**src/design/ctc_pkg.sv**
```systemverilog
// Constants and carriers for the timer compare and status register block
package ctc_pkg;

    // Register numbers on the system_coprocessor register port
    localparam logic [4:0]  CTC_REG_COUNT         = 5'h09;
    localparam logic [4:0]  CTC_REG_COMPARE       = 5'h0B;
    localparam logic [4:0]  CTC_REG_STATUS        = 5'h0C;

    // processor_mode_control field positions
    localparam int          CTC_COP_USABLE_LSB    = 28;
    localparam int          CTC_REDUCED_POWER_BIT = 27;
    localparam int          CTC_USER_SWAP_BIT     = 25;
    localparam int          CTC_BOOT_VECTOR_BIT   = 22;
    localparam int          CTC_TLB_SHUTDOWN_BIT  = 21;
    localparam int          CTC_SOFT_RESET_BIT    = 20;
    localparam int          CTC_NMI_ENTRY_BIT     = 19;
    localparam int          CTC_INT_MASK_LSB      = 8;
    localparam int          CTC_USER_MODE_BIT     = 4;
    localparam int          CTC_ERROR_LEVEL_BIT   = 2;
    localparam int          CTC_EXC_LEVEL_BIT     = 1;
    localparam int          CTC_INT_ENABLE_BIT    = 0;

    // Bits that a plain write stores
    localparam logic [31:0] CTC_STATUS_WR_MASK    = 32'hFA60FF17;
    // Bits that a write may only clear
    localparam logic [31:0] CTC_STATUS_CLR_MASK   = 32'h00180000;
    // Cold reset: boot_vector_sel and error_level set, all else zero
    localparam logic [31:0] CTC_STATUS_RESET      = 32'h00400004;
    localparam logic [31:0] CTC_COMPARE_RESET     = 32'h00000000;
    localparam logic [31:0] CTC_COUNT_RESET       = 32'h00000000;
    localparam logic [31:0] CTC_ZERO_WORD         = 32'h00000000;

    typedef struct packed {
        logic        en;
        logic [4:0]  num;
        logic [31:0] data;
    } ctc_wr_req_t;

    typedef struct packed {
        logic        en;
        logic [4:0]  num;
    } ctc_rd_req_t;

    // Exception and event pulses from the pipeline
    typedef struct packed {
        logic soft_reset_take;
        logic nmi_take;
        logic exception_take;
        logic tlb_shutdown_detect;
    } ctc_events_t;

endpackage

```
**src/design/ctc_count_timer.sv**
```systemverilog
// Free-running interval counter stepping every second core clock
`timescale 1ns/1ps
module ctc_count_timer (
    input  wire logic        clock,
    input  wire logic        rst_b,
    input  wire logic        load_en,
    input  wire logic [31:0] load_value,
    output logic      [31:0] count_reg,
    output logic             step_reg
);
    import ctc_pkg::*;

    logic phase_reg;

    // Step on every other clock, independent of the pipeline
    always_ff @(posedge clock or negedge rst_b) begin
        if (!rst_b) begin
            phase_reg <= 1'b0;
        end else begin
            phase_reg <= ~phase_reg;
        end
    end

    always_ff @(posedge clock or negedge rst_b) begin
        if (!rst_b) begin
            count_reg <= CTC_COUNT_RESET;
        end else if (load_en) begin
            count_reg <= load_value;
        end else if (phase_reg) begin
            count_reg <= count_reg + 32'h00000001;
        end
    end

    // Marks the cycle in which a new count value is visible
    always_ff @(posedge clock or negedge rst_b) begin
        if (!rst_b) begin
            step_reg <= 1'b0;
        end else begin
            step_reg <= load_en | phase_reg;
        end
    end

endmodule // ctc_count_timer

```
**src/design/ctc_timer_status.sv**
```systemverilog
// Timer compare, count and processor mode control registers
//
// Function
// - Compare value changes only by software write.
// - Timer interrupt holds until compare is written; write clears it unless a match lands in the same cycle.
// - Compare is fully readable and writable, no defined reset meaning.
// - Global enable needs int_enable set, both levels and debug clear.
// - Debug overrides; user needs user bit, no levels; else kernel.
// - Usability bits gate coprocessors; coprocessor 0 usable in kernel.
// - Usability bits for absent coprocessors 1 to 3 remain settable.
// - Reduced power bit drives its output; writes set or clear it, cold reset clears it, soft reset does not.
// - Reserved status bits read zero and ignore writes.
// - Byte order swap applies to user mode references only.
// - Boot vector select picks bootstrap vectors, resets to one.
// - Soft reset flag set on soft reset entry; software only clears.
// - NMI entry flag set on NMI entry; software only clears.
// - Interrupt taken if enabled and some line is unmasked and pending.
// - Count steps once every two core clocks regardless of pipeline.
// - Error level set on reset, soft reset or NMI; reads one after reset.
// - Exception level set on every exception taken other than reset, soft reset or NMI.
// - Interrupt enable is the master enable for all interrupts.
`timescale 1ns/1ps
module ctc_timer_status (
    input  wire logic                 clock,
    input  wire logic                 rst_b,
    input  wire ctc_pkg::ctc_wr_req_t wr_req,
    input  wire ctc_pkg::ctc_rd_req_t rd_req,
    input  wire ctc_pkg::ctc_events_t events,
    input  wire logic                 debug_mode_bit,
    input  wire logic [7:0]           int_pending,
    output logic      [31:0]          rd_data_reg,
    output logic                      rd_valid_reg,
    output logic                      timer_irq_out,
    output logic                      reduced_power_out,
    output logic                      int_global_en_reg,
    output logic                      take_interrupt_reg,
    output logic                      debug_mode_reg,
    output logic                      user_mode_reg,
    output logic                      kernel_mode_reg,
    output logic      [3:0]           cop_access_reg,
    output logic                      user_swap_active_reg,
    output logic                      boot_vector_reg
);
    import ctc_pkg::*;

    logic [31:0] compare_reg;
    logic [31:0] status_reg;
    logic [31:0] status_next;
    logic [31:0] count_value;
    logic        count_step;
    logic        wr_compare;
    logic        wr_status;
    logic        wr_count;
    logic        user_next;
    logic        kernel_next;
    logic        genable_next;
    logic [7:0]  pend_masked;

    assign wr_compare = wr_req.en && (wr_req.num == CTC_REG_COMPARE);
    assign wr_status  = wr_req.en && (wr_req.num == CTC_REG_STATUS);
    assign wr_count   = wr_req.en && (wr_req.num == CTC_REG_COUNT);

    ctc_count_timer u_count (
        .clock      (clock),
        .rst_b      (rst_b),
        .load_en    (wr_count),
        .load_value (wr_req.data),
        .count_reg  (count_value),
        .step_reg   (count_step)
    );

    // Compare holds its value between software writes
    always_ff @(posedge clock or negedge rst_b) begin
        if (!rst_b) begin
            compare_reg <= CTC_COMPARE_RESET;
        end else if (wr_compare) begin
            compare_reg <= wr_req.data;
        end
    end

    // Sticky timer interrupt; a match in the write cycle wins
    always_ff @(posedge clock or negedge rst_b) begin
        if (!rst_b) begin
            timer_irq_out <= 1'b0;
        end else if (count_step && (count_value == compare_reg)) begin
            timer_irq_out <= 1'b1;
        end else if (wr_compare) begin
            timer_irq_out <= 1'b0;
        end
    end

    // Status next value: software write, then hardware events on top
    always_comb begin
        status_next = status_reg;
        if (wr_status) begin
            // Masked bits take the write; reserved bits stay zero
            status_next = (status_reg & ~CTC_STATUS_WR_MASK)
                | (wr_req.data & CTC_STATUS_WR_MASK);
            // Entry flags: a written one keeps, a written zero clears
            status_next = status_next & ~CTC_STATUS_CLR_MASK;
            status_next = status_next
                | (status_reg & wr_req.data & CTC_STATUS_CLR_MASK);
        end
        if (events.tlb_shutdown_detect) begin
            status_next[CTC_TLB_SHUTDOWN_BIT] = 1'b1;
        end
        if (events.exception_take) begin
            status_next[CTC_EXC_LEVEL_BIT] = 1'b1;
        end
        if (events.soft_reset_take) begin
            status_next[CTC_ERROR_LEVEL_BIT] = 1'b1;
            status_next[CTC_BOOT_VECTOR_BIT] = 1'b1;
            status_next[CTC_SOFT_RESET_BIT]  = 1'b1;
            status_next[CTC_NMI_ENTRY_BIT]   = 1'b0;
        end
        if (events.nmi_take) begin
            status_next[CTC_ERROR_LEVEL_BIT] = 1'b1;
            status_next[CTC_BOOT_VECTOR_BIT] = 1'b1;
            status_next[CTC_NMI_ENTRY_BIT]   = 1'b1;
            status_next[CTC_SOFT_RESET_BIT]  = 1'b0;
        end
    end

    // Cold reset only; soft reset leaves reduced power alone
    always_ff @(posedge clock or negedge rst_b) begin
        if (!rst_b) begin
            status_reg <= CTC_STATUS_RESET;
        end else begin
            status_reg <= status_next;
        end
    end

    // Mode decode on the value being stored
    always_comb begin
        user_next    = !debug_mode_bit
                     && status_next[CTC_USER_MODE_BIT]
                     && !status_next[CTC_EXC_LEVEL_BIT]
                     && !status_next[CTC_ERROR_LEVEL_BIT];
        kernel_next  = !debug_mode_bit && !user_next;
        genable_next = status_next[CTC_INT_ENABLE_BIT]
                     && !status_next[CTC_EXC_LEVEL_BIT]
                     && !status_next[CTC_ERROR_LEVEL_BIT]
                     && !debug_mode_bit;
        pend_masked  = status_next[CTC_INT_MASK_LSB +: 8]
                     & int_pending;
    end

    // Operating mode, one-hot across debug, user and kernel
    always_ff @(posedge clock or negedge rst_b) begin
        if (!rst_b) begin
            debug_mode_reg  <= 1'b0;
            user_mode_reg   <= 1'b0;
            kernel_mode_reg <= 1'b1;
        end else begin
            debug_mode_reg  <= debug_mode_bit;
            user_mode_reg   <= user_next;
            kernel_mode_reg <= kernel_next;
        end
    end

    // Global enable and the take decision
    always_ff @(posedge clock or negedge rst_b) begin
        if (!rst_b) begin
            int_global_en_reg  <= 1'b0;
            take_interrupt_reg <= 1'b0;
        end else begin
            int_global_en_reg  <= genable_next;
            take_interrupt_reg <= genable_next && |pend_masked;
        end
    end

    // Byte order swap honoured in user mode only
    always_ff @(posedge clock or negedge rst_b) begin
        if (!rst_b) begin
            user_swap_active_reg <= 1'b0;
        end else begin
            user_swap_active_reg <= user_next
                && status_next[CTC_USER_SWAP_BIT];
        end
    end

    // Vector select and reduced power follow the stored bits
    always_ff @(posedge clock or negedge rst_b) begin
        if (!rst_b) begin
            boot_vector_reg   <= 1'b1;
            reduced_power_out <= 1'b0;
        end else begin
            boot_vector_reg   <= status_next[CTC_BOOT_VECTOR_BIT];
            reduced_power_out <= status_next[CTC_REDUCED_POWER_BIT];
        end
    end

    // Coprocessor access; coprocessor 0 forced usable in kernel mode
    always_ff @(posedge clock or negedge rst_b) begin
        if (!rst_b) begin
            cop_access_reg <= 4'h1;
        end else begin
            cop_access_reg <= status_next[CTC_COP_USABLE_LSB +: 4]
                            | {3'h0, kernel_next};
        end
    end

    // Registered read port; unmapped numbers read as zero
    always_ff @(posedge clock or negedge rst_b) begin
        if (!rst_b) begin
            rd_data_reg  <= CTC_ZERO_WORD;
            rd_valid_reg <= 1'b0;
        end else begin
            rd_valid_reg <= rd_req.en;
            if (rd_req.en) begin
                unique case (rd_req.num)
                    CTC_REG_COUNT:   rd_data_reg <= count_value;
                    CTC_REG_COMPARE: rd_data_reg <= compare_reg;
                    CTC_REG_STATUS:  rd_data_reg <= status_reg;
                    default:         rd_data_reg <= CTC_ZERO_WORD;
                endcase
            end
        end
    end

endmodule // ctc_timer_status

```
**config.mk**
```make
export PLATFORM = sky130hd
export DESIGN_NAME = ctc_timer_status
export DESIGN_NICKNAME = d
export VERILOG_FILES = /design/src/design/ctc_pkg.sv /design/src/design/ctc_count_timer.sv /design/src/design/ctc_timer_status.sv
export SDC_FILE = /design/constraint.sdc
export NUM_CORES = 1
export LEC_CHECK = 0
export ABC_AREA = 1
export BUFFER_PORTS_ARGS = -buffer_cell sky130_fd_sc_hd__buf_2
export CORE_ASPECT_RATIO = 0.6
export CORE_MARGIN = 5
export CORE_UTILIZATION = 58
export DETAILED_ROUTE_END_ITERATION = 12
export PLACE_DENSITY = 0.89
export SLEW_MARGIN = 15
export SYNTH_ARGS = -nofsm -noshare
export SYNTH_HDL_FRONTEND = slang
export SYNTH_HIERARCHICAL = 1
export SYNTH_SLANG_ARGS = --single-unit
```
**constraint.sdc**
```tcl
create_clock -name clock -period 2.22 [get_ports clock]
set_clock_uncertainty 0.2 [all_clocks]
set_input_delay 0.111 -clock clock [delete_from_list [all_inputs] [get_ports clock]]
set_output_delay 0.111 -clock clock [all_outputs]
set_load 0.03 [all_outputs]
```
==> results of run 1 <==
## cell usage after synthesis (3+ instances only)
| library cell | n |
|---|---|
| a22oi_1 | 29 |
| mux2_2 | 14 |
| a21oi_1 | 17 |
| xor2_1 | 9 |
| nand2_2 | 5 |
| clkbuf_1 | 13 |
| inv_1 | 136 |
| nor2_1 | 69 |
| o211ai_1 | 9 |
| nor2_4 | 11 |
| dfstp_2 | 4 |
| buf_2 | 9 |
| buf_4 | 7 |
| nor2_2 | 7 |
| xnor2_1 | 9 |
| inv_2 | 3 |
| nand4_1 | 17 |
| buf_6 | 4 |
| o22ai_1 | 16 |
| and2_1 | 9 |
| o221ai_1 | 7 |
| nand3_1 | 51 |
| nand2_1 | 248 |
| o21ai_0 | 60 |
| dfrtp_1 | 125 |
| or2_2 | 3 |
## critical path, delay by kind of cell
family | cells | cell delay, ns
buf+inv | 3 | 1.30
compound gates | 1 | 0.07
simple gates | 5 | 0.67
## worst paths after layout
check                                               endpoint  cells after the start  slack [ns]
min                                  status_reg[9]$_DFF_PN0_                      4        0.03
max reg2reg                u_count/count_reg[21]$_DFFE_PN0P_                      7        0.32
min in group asynchronous        compare_reg[15]$_DFFE_PN0P_                      3        0.09
max                             take_interrupt_reg$_DFF_PN0_                      9        0.19
max in group asynchronous            status_reg[8]$_DFF_PN0_                      3        1.21
min reg2reg                      u_count/phase_reg$_DFF_PN0_                      1        0.29
## layout by cell type, fill, tap and decap left out, types with 2 or more instances in the layout
master	Yosys	final
bufinv_16	0	2
nor2_2	7	8
xnor2_1	9	9
o21ai_0	60	60
mux2_2	14	14
dfrtp_1	125	125
nand4_1	17	17
xor2_1	9	9
o22ai_1	16	16
clkinv_2	1	4
inv_6	0	2
buf_2	9	104
nand3_1	51	51
clkinvlp_4	0	3
clkbuf_8	0	2
nand2_2	5	5
o21bai_1	2	2
nand2_1	248	248
nor2_4	11	11
nand3_2	2	2
or2_2	3	3
nor2_1	69	68
nand4_2	2	2
buf_12	0	3
o221ai_1	7	7
inv_1	136	136
dlygate4sd3_1	0	55
a21oi_1	17	17
inv_2	3	3
dfstp_2	4	4
buf_4	7	19
and2_1	9	9
o21ai_1	2	2
a22oi_1	29	29
clkinv_4	0	2
clkbuf_16	0	17
nand2_4	2	2
o211ai_1	9	9
## power by group
part | internal [W] | switching (W)
combinational | 0.000654 | 0.00111
clock | 0.00172 | 0.00108
sequential | 0.00271 | 0.000485
total | 0.00508 | 0.00268
## cell type report
cell class	instances	area share, %
multi-input combinational	612	35.38
clock inverter	12	1.469
tap	165	2.287
timing repair buffer	181	14.11
clock buffer	20	5.059
inverter	141	5.877
sequential	129	35.81
## logic make-up (layout without fill, tap and decap cells)
family / after synthesis / in the layout / synth area share (%)
XOR/XNOR: 18 / 18 / 2.207
adder cells (fa/ha/maj): 1 / 1 / 0.1751
multiplexers: 14 / 14 / 2.207
AND/OR/NAND/NOR: 431 / 431 / 27.30
AO/OA/AOI/OAI: 148 / 148 / 12.70
flip-flops: 129 / 129 / 45.25
buffers and inverters: 175 / 354 / 10.16
## timing repair
| item | CTS | global route |
|---|---|---|
| resized for setup | 0 | 0 |
| endpoints found under the hold margin | 218 | 0 |
| hold buffers | 56 | 0 |
## per-layer routing
metal / global-route usage [%] / vias to the layer above / routed length (um)
met5: 0 / - / 0
met4: 12.08 / 0 / 931
met3: 8.670 / 121 / 3230
met2: 52.56 / 588 / 10650
met1: 45.49 / 3449 / 9393
li1: - / 3281 / -
## metrics by stage
stage	area (um2)	util, %	hold WS (ns)	cells	power, W
2_1_floorplan	7144	-	-0.3846	916	0.004183
3_3_place_gp	7883	65.35	-0.1401	1172	0.004739
3_5_place_dp	7883	65.35	-0.1331	1172	0.004807
4_1_cts	9032	74.88	0.004741	1260	0.007673
5_1_grt	9027	74.84	0.03381	1260	0.008065
6_report	9027	74.84	0.03045	1260	0.007761
==> flow_summary.toml, run 1 <==
[status]
outcome = "complete, no violations"

[critical_path]
critPathSlowestCell = "dlygate4sd3_1"
cp-start-kind = "primary input"
path_max_fanout = 8
cpPeakStageDelay_ns = 0.61
cp_cell_sequence = "buf_2 -> nor2_4 -> dlygate4sd3_1 -> nand4_1 -> nand3_1 -> nand2_1 -> dlygate4sd3_1 -> nor2_1 -> a21oi_2"
crit_path_frequent_cell = "dlygate4sd3_1"
r2r_start = "u_count/count_reg[12]$_DFFE_PN0P_"
startpoint = "wr_req[32]"
crit_arrival_ns = 2.14
end_kind = "register"
cp.required_ns = 2.33
worstSetupPathType = "primary input to register"

[placed_design]
dp_slack_ns = 0.3282
hpwlAfterDp_mm = 16.28
gp_congestion = 0.9878
io_buffers = 104

[layout]
finalNetCount = 1142
drive_gt1_share_pct = 19.91
seq_area_um2 = 3233
diodes = 0
multi_input_area_um2 = 3194
fillers = 833
area_growth_pct = 26.36

[clocking]
cts.sinks = 129
clk_pin_slew_worst_paths_ns = 0.06
clk_path_buf_depth = 2
numCtsBuffers = 17
cts_tree = "yes"
htree_levels = 4
postCtsSetupBuffers = 0
cts-root-buf = "clkbuf_16"
clk_latency_ns = 0.42

[hold_path]
min_from = "wr_req[32]"
hold_path.class = "primary input to register"

[yosys]
syn_area_um2 = 7144
synthArstFlopShare_pct = 100.0
syn_nets = 976
synth.ff_latch_count = 129
syn_area_per_cell_um2 = 7.800
syn_inst = 916
synth_ff_type = "dfrtp_1"
yosys-top-cells-area = "dfrtp_1 44%, nand2_1 13%, inv_1 7.1%"
seq_area_frac_synth_pct = 45.25
yosys.area.top_type = "dfrtp_1"
yosysUniqueCellTypes = 46
synth_edf_count = 0
synth_top_area_share_pct = 43.78
ys_warn_count = 6

[global_route]
grt_max_degree = 51
grt_pass1_vias = 7129
grt_pass1_wl_mm = 38.10
grt_overflow = 0
antenna_found_initial = 0
grt_usage_pct = 33.44

[floorplanning]
io_pins = 105
dieWidth_um = 153.3
die_h_um = 95.97
dieArea_um2 = 14710
initial_core_util_pct = 59.23
core_um2 = 12060
rows = 31

[timing]
finalHoldViolCount = 0
min_period_ns = 2.034
fmax_ghz = 0.4915
setup_violations = 0
rsz0062_at_grt = "no"
min_period_over_period_pct = 91.64
worst_slew_pin_slew_ns = 0.6378
slew_violations = 0
finalWorstSetupSlack_ns = 0.1855
tns_ns = 0
slew_headroom_pct = 57.48

[routing]
drc = 0
drtIter0Drc = 1098
firstDrtPassIters = 6
via_per_inst = 5.904
routed_wl_mm = 24.21
wire_per_inst_um = 19.21
ant_nets = 0
vias = 7439

[flow_run]
cap_violations = 0

[pwr]
ir_worst_vdd_v = 0.0006605
p_leak_nw = 4.488
power.density_nw_per_um2 = 859.8
Note: power is estimated with default switching activity, not from simulation.
==> run 2, diff against run 1 <==
--- a/config.mk
+++ b/config.mk
@@ -5,13 +5,14 @@
 export SDC_FILE = /design/constraint.sdc
 export NUM_CORES = 1
 export LEC_CHECK = 0
-export ABC_AREA = 1
 export BUFFER_PORTS_ARGS = -buffer_cell sky130_fd_sc_hd__buf_2
 export CORE_ASPECT_RATIO = 0.6
 export CORE_MARGIN = 5
-export CORE_UTILIZATION = 58
+export CORE_UTILIZATION = 57
+export CTS_CLUSTER_SIZE = 20
 export DETAILED_ROUTE_END_ITERATION = 12
-export PLACE_DENSITY = 0.89
+export GPL_ROUTABILITY_DRIVEN = 1
+export PLACE_DENSITY = 0.88
 export SLEW_MARGIN = 15
 export SYNTH_ARGS = -nofsm -noshare
 export SYNTH_HDL_FRONTEND = slang
==> run 2 against run 1 <==
  * Design area down 4.2%
  * Highest routed layer unchanged
  * Critical path depth down 4
  * Critical endpoint is now u_count/count_reg[20]$_DFFE_PN0P_
  * Critical path type is now register to register
  * Sequential cell count unchanged
  * Core utilization grew 1.7 points
  * Via count down 21%
  * First-iteration DRC count fell by 51%
  * Total power is 6.6% higher
  * Global-route usage fell by 3.2 points
  * Non-clock buffer count is 12 higher
  * Sequential share of layout area rose by 1.6 points
  * Combinational power increased by 19%
==> flow_summary.toml, run 2 <==
[status]
outcome = "complete, no violations"

[yosys]
synth_top_area_share_pct = 47.62
syn_area_per_cell_um2 = 10.61
yosys.area.top_type = "dfrtp_1"
synth_ff_type = "dfrtp_1"
synth_edf_count = 0
synth_common_cells = "125 x dfrtp_1, 76 x mux2_2, 46 x nand2_1"
synth.ff_latch_count = 129
yosysUniqueCellTypes = 50
seq_area_frac_synth_pct = 49.22
synthArstFlopShare_pct = 100.0
ys_warn_count = 6
syn_area_um2 = 6569
yosys-top-cells-area = "dfrtp_1 48%, mux2_2 13%, xnor2_1 3.7%"
syn_nets = 679
yosysMostFrequentCell = "dfrtp_1"
syn_inst = 619

[layout]
diodes = 0
fin_util_pct = 76.54
seq_area_um2 = 3236
finalNetCount = 852
layout_common_cells = "123 x dfrtp_1, 103 x buf_2, 76 x mux2_2, 46 x nand2_1, 44 x nor2_1"
fillers = 758
area_growth_pct = 31.66
multi_input_area_um2 = 3153
final_common_cell = "dfrtp_1"
drive_gt1_share_pct = 35.28

[clocking]
numCtsBuffers = 17
clk_latency_ns = 0.42
cts-root-buf = "clkbuf_16"
cts_tree = "yes"
clk_pin_slew_worst_paths_ns = 0.06
htree_levels = 4
cts.sinks = 129
clk_path_buf_depth = 2

[timing]
finalHoldViolCount = 0
slew_violations = 0
min_period_over_period_pct = 99.50
finalWorstSetupSlack_ns = 0.01105
min_period_ns = 2.209
tns_ns = 0
worst_slew_pin_slew_ns = 0.6909
setup_violations = 0
fmax_ghz = 0.4527
slew_headroom_pct = 53.94

[global_route]
grt_max_degree = 130
grt_pass1_vias = 5995
grt_pass1_wl_mm = 32.29
grt_overflow = 0
grt_usage_pct = 30.25
antenna_found_initial = 0

[placed_design]
gp_congestion = 0.9365
hpwlAfterDp_mm = 13.61
io_buffers = 104
dp_slack_ns = -0.03996

[critical_path]
rrSetupSlack_ns = 0.01
critPathSlowestCell = "or4_1"
cp_num_buf_inv = 0
crit_arrival_ns = 2.34
cp_cell_sequence = "ha_4 -> nand3_4 -> or3_4 -> or4_1 -> a31oi_1"
cp.required_ns = 2.36
crit_family = "simple AND/OR/NAND/NOR gates"
path_max_fanout = 7
end_kind = "register"
cpPeakStageDelay_ns = 0.55
cp-start-kind = "register"
worstSetupPathType = "register to register"

[floorplanning]
core_um2 = 11300
rows = 30
die_h_um = 93.16
initial_core_util_pct = 58.14
io_pins = 105
dieWidth_um = 148.6
dieArea_um2 = 13840

[pwr]
total_power_w = 0.008270
power.density_nw_per_um2 = 956.2
p_leak_nw = 3.867
ir_worst_vdd_v = 0.0006231

[flow_run]
cap_violations = 0

[hold_path]
hold_path.class = "primary input to register"

[routing]
drc = 0
ant_nets = 0
vias = 5894
firstDrtPassIters = 8
wire_per_inst_um = 21.70
routed_wl_mm = 20.94
drtIter0Drc = 534
via_per_inst = 6.108
==> run 2: cell types whose count changed after synthesis, sizes merged, moves of 11 or more <==
cell    previous run  this run
xnor2              9        28
nand3             54        22
o22ai             16         0
o21ai             63        31
mux2              14        78
nand2            255        46
a31oi              1        14
buf               21        10
inv              139        21
nor2              87        45
clkbuf            13        30
==> run 2: power by group <==
group / switching (W) / internal (W)
sequential: 0.000393 / 0.00273
combinational: 0.00113 / 0.000976
clock: 0.00115 / 0.00189
total: 0.00267 / 0.00560
==> run 2: cell families after synthesis <==
group | synth area share, %
xor+xnor | 6.267
simple gates | 14.15
buf+inv | 4.076
mux | 15.01
fa+ha+maj | 0.1904
compound gates | 11.09
flops | 49.22
==> run 2: final cells by class <==
| class | instances | area share (%) |
|---|---|---|
| clock inverter | 15 | 2.387 |
| sequential | 129 | 37.41 |
| clock buffer | 17 | 4.919 |
| multi-input combinational | 430 | 36.46 |
| inverter | 21 | 0.9115 |
| timing repair buffer | 193 | 15.60 |
| tap | 160 | 2.315 |
==> run 2: final timing paths <==
check	end	depth (start not counted)	start
min in group asynchronous	rd_data_reg[26]$_DFFE_PN0P_	3	rst_b
max	u_count/count_reg[20]$_DFFE_PN0P_	5	u_count/count_reg[0]$_DFFE_PN0P_
min reg2reg	rd_data_reg[18]$_DFFE_PN0P_	2	rd_data_reg[18]$_DFFE_PN0P_
max reg2reg	u_count/count_reg[20]$_DFFE_PN0P_	5	u_count/count_reg[0]$_DFFE_PN0P_
max in group asynchronous	u_count/count_reg[1]$_DFFE_PN0P_	3	rst_b
min	rd_data_reg[6]$_DFFE_PN0P_	3	rd_req[5]
==> run 2: tightest hold or removal path, stage by stage <==
cell	delay [ns]
buf_2	0.29
nand3_1	0.13
o21ai_0	0.07
==> run 2: what timing repair did <==
action,in CTS,in global routing
endpoints found under the setup margin,0,8
hold buffers,43,0
setup buffers,0,2
endpoints found under the hold margin,218,0
resized for setup,0,13
==> run 2: stage by stage <==
stage	cell area (um2)	hold slack, ns	std cells
final	8648	0.04610	965
after global routing	8648	0.05391	965
after CTS	8563	0.03035	962
after detailed placement	7501	0.07864	887
after global placement	7501	0.06912	887
after floorplan	6569	-0.3846	619
==> run 2: per-layer routing <==
metal  vias to the layer above  global-route usage (%)  part of all wire, %
li1                       2592                       -                    -
met1                      2897                   40.08                   42
met2                       353                   47.79                   45
met3                        52                   9.104                   10
met4                         0                   10.30                  2.6
met5                         -                       0                    0
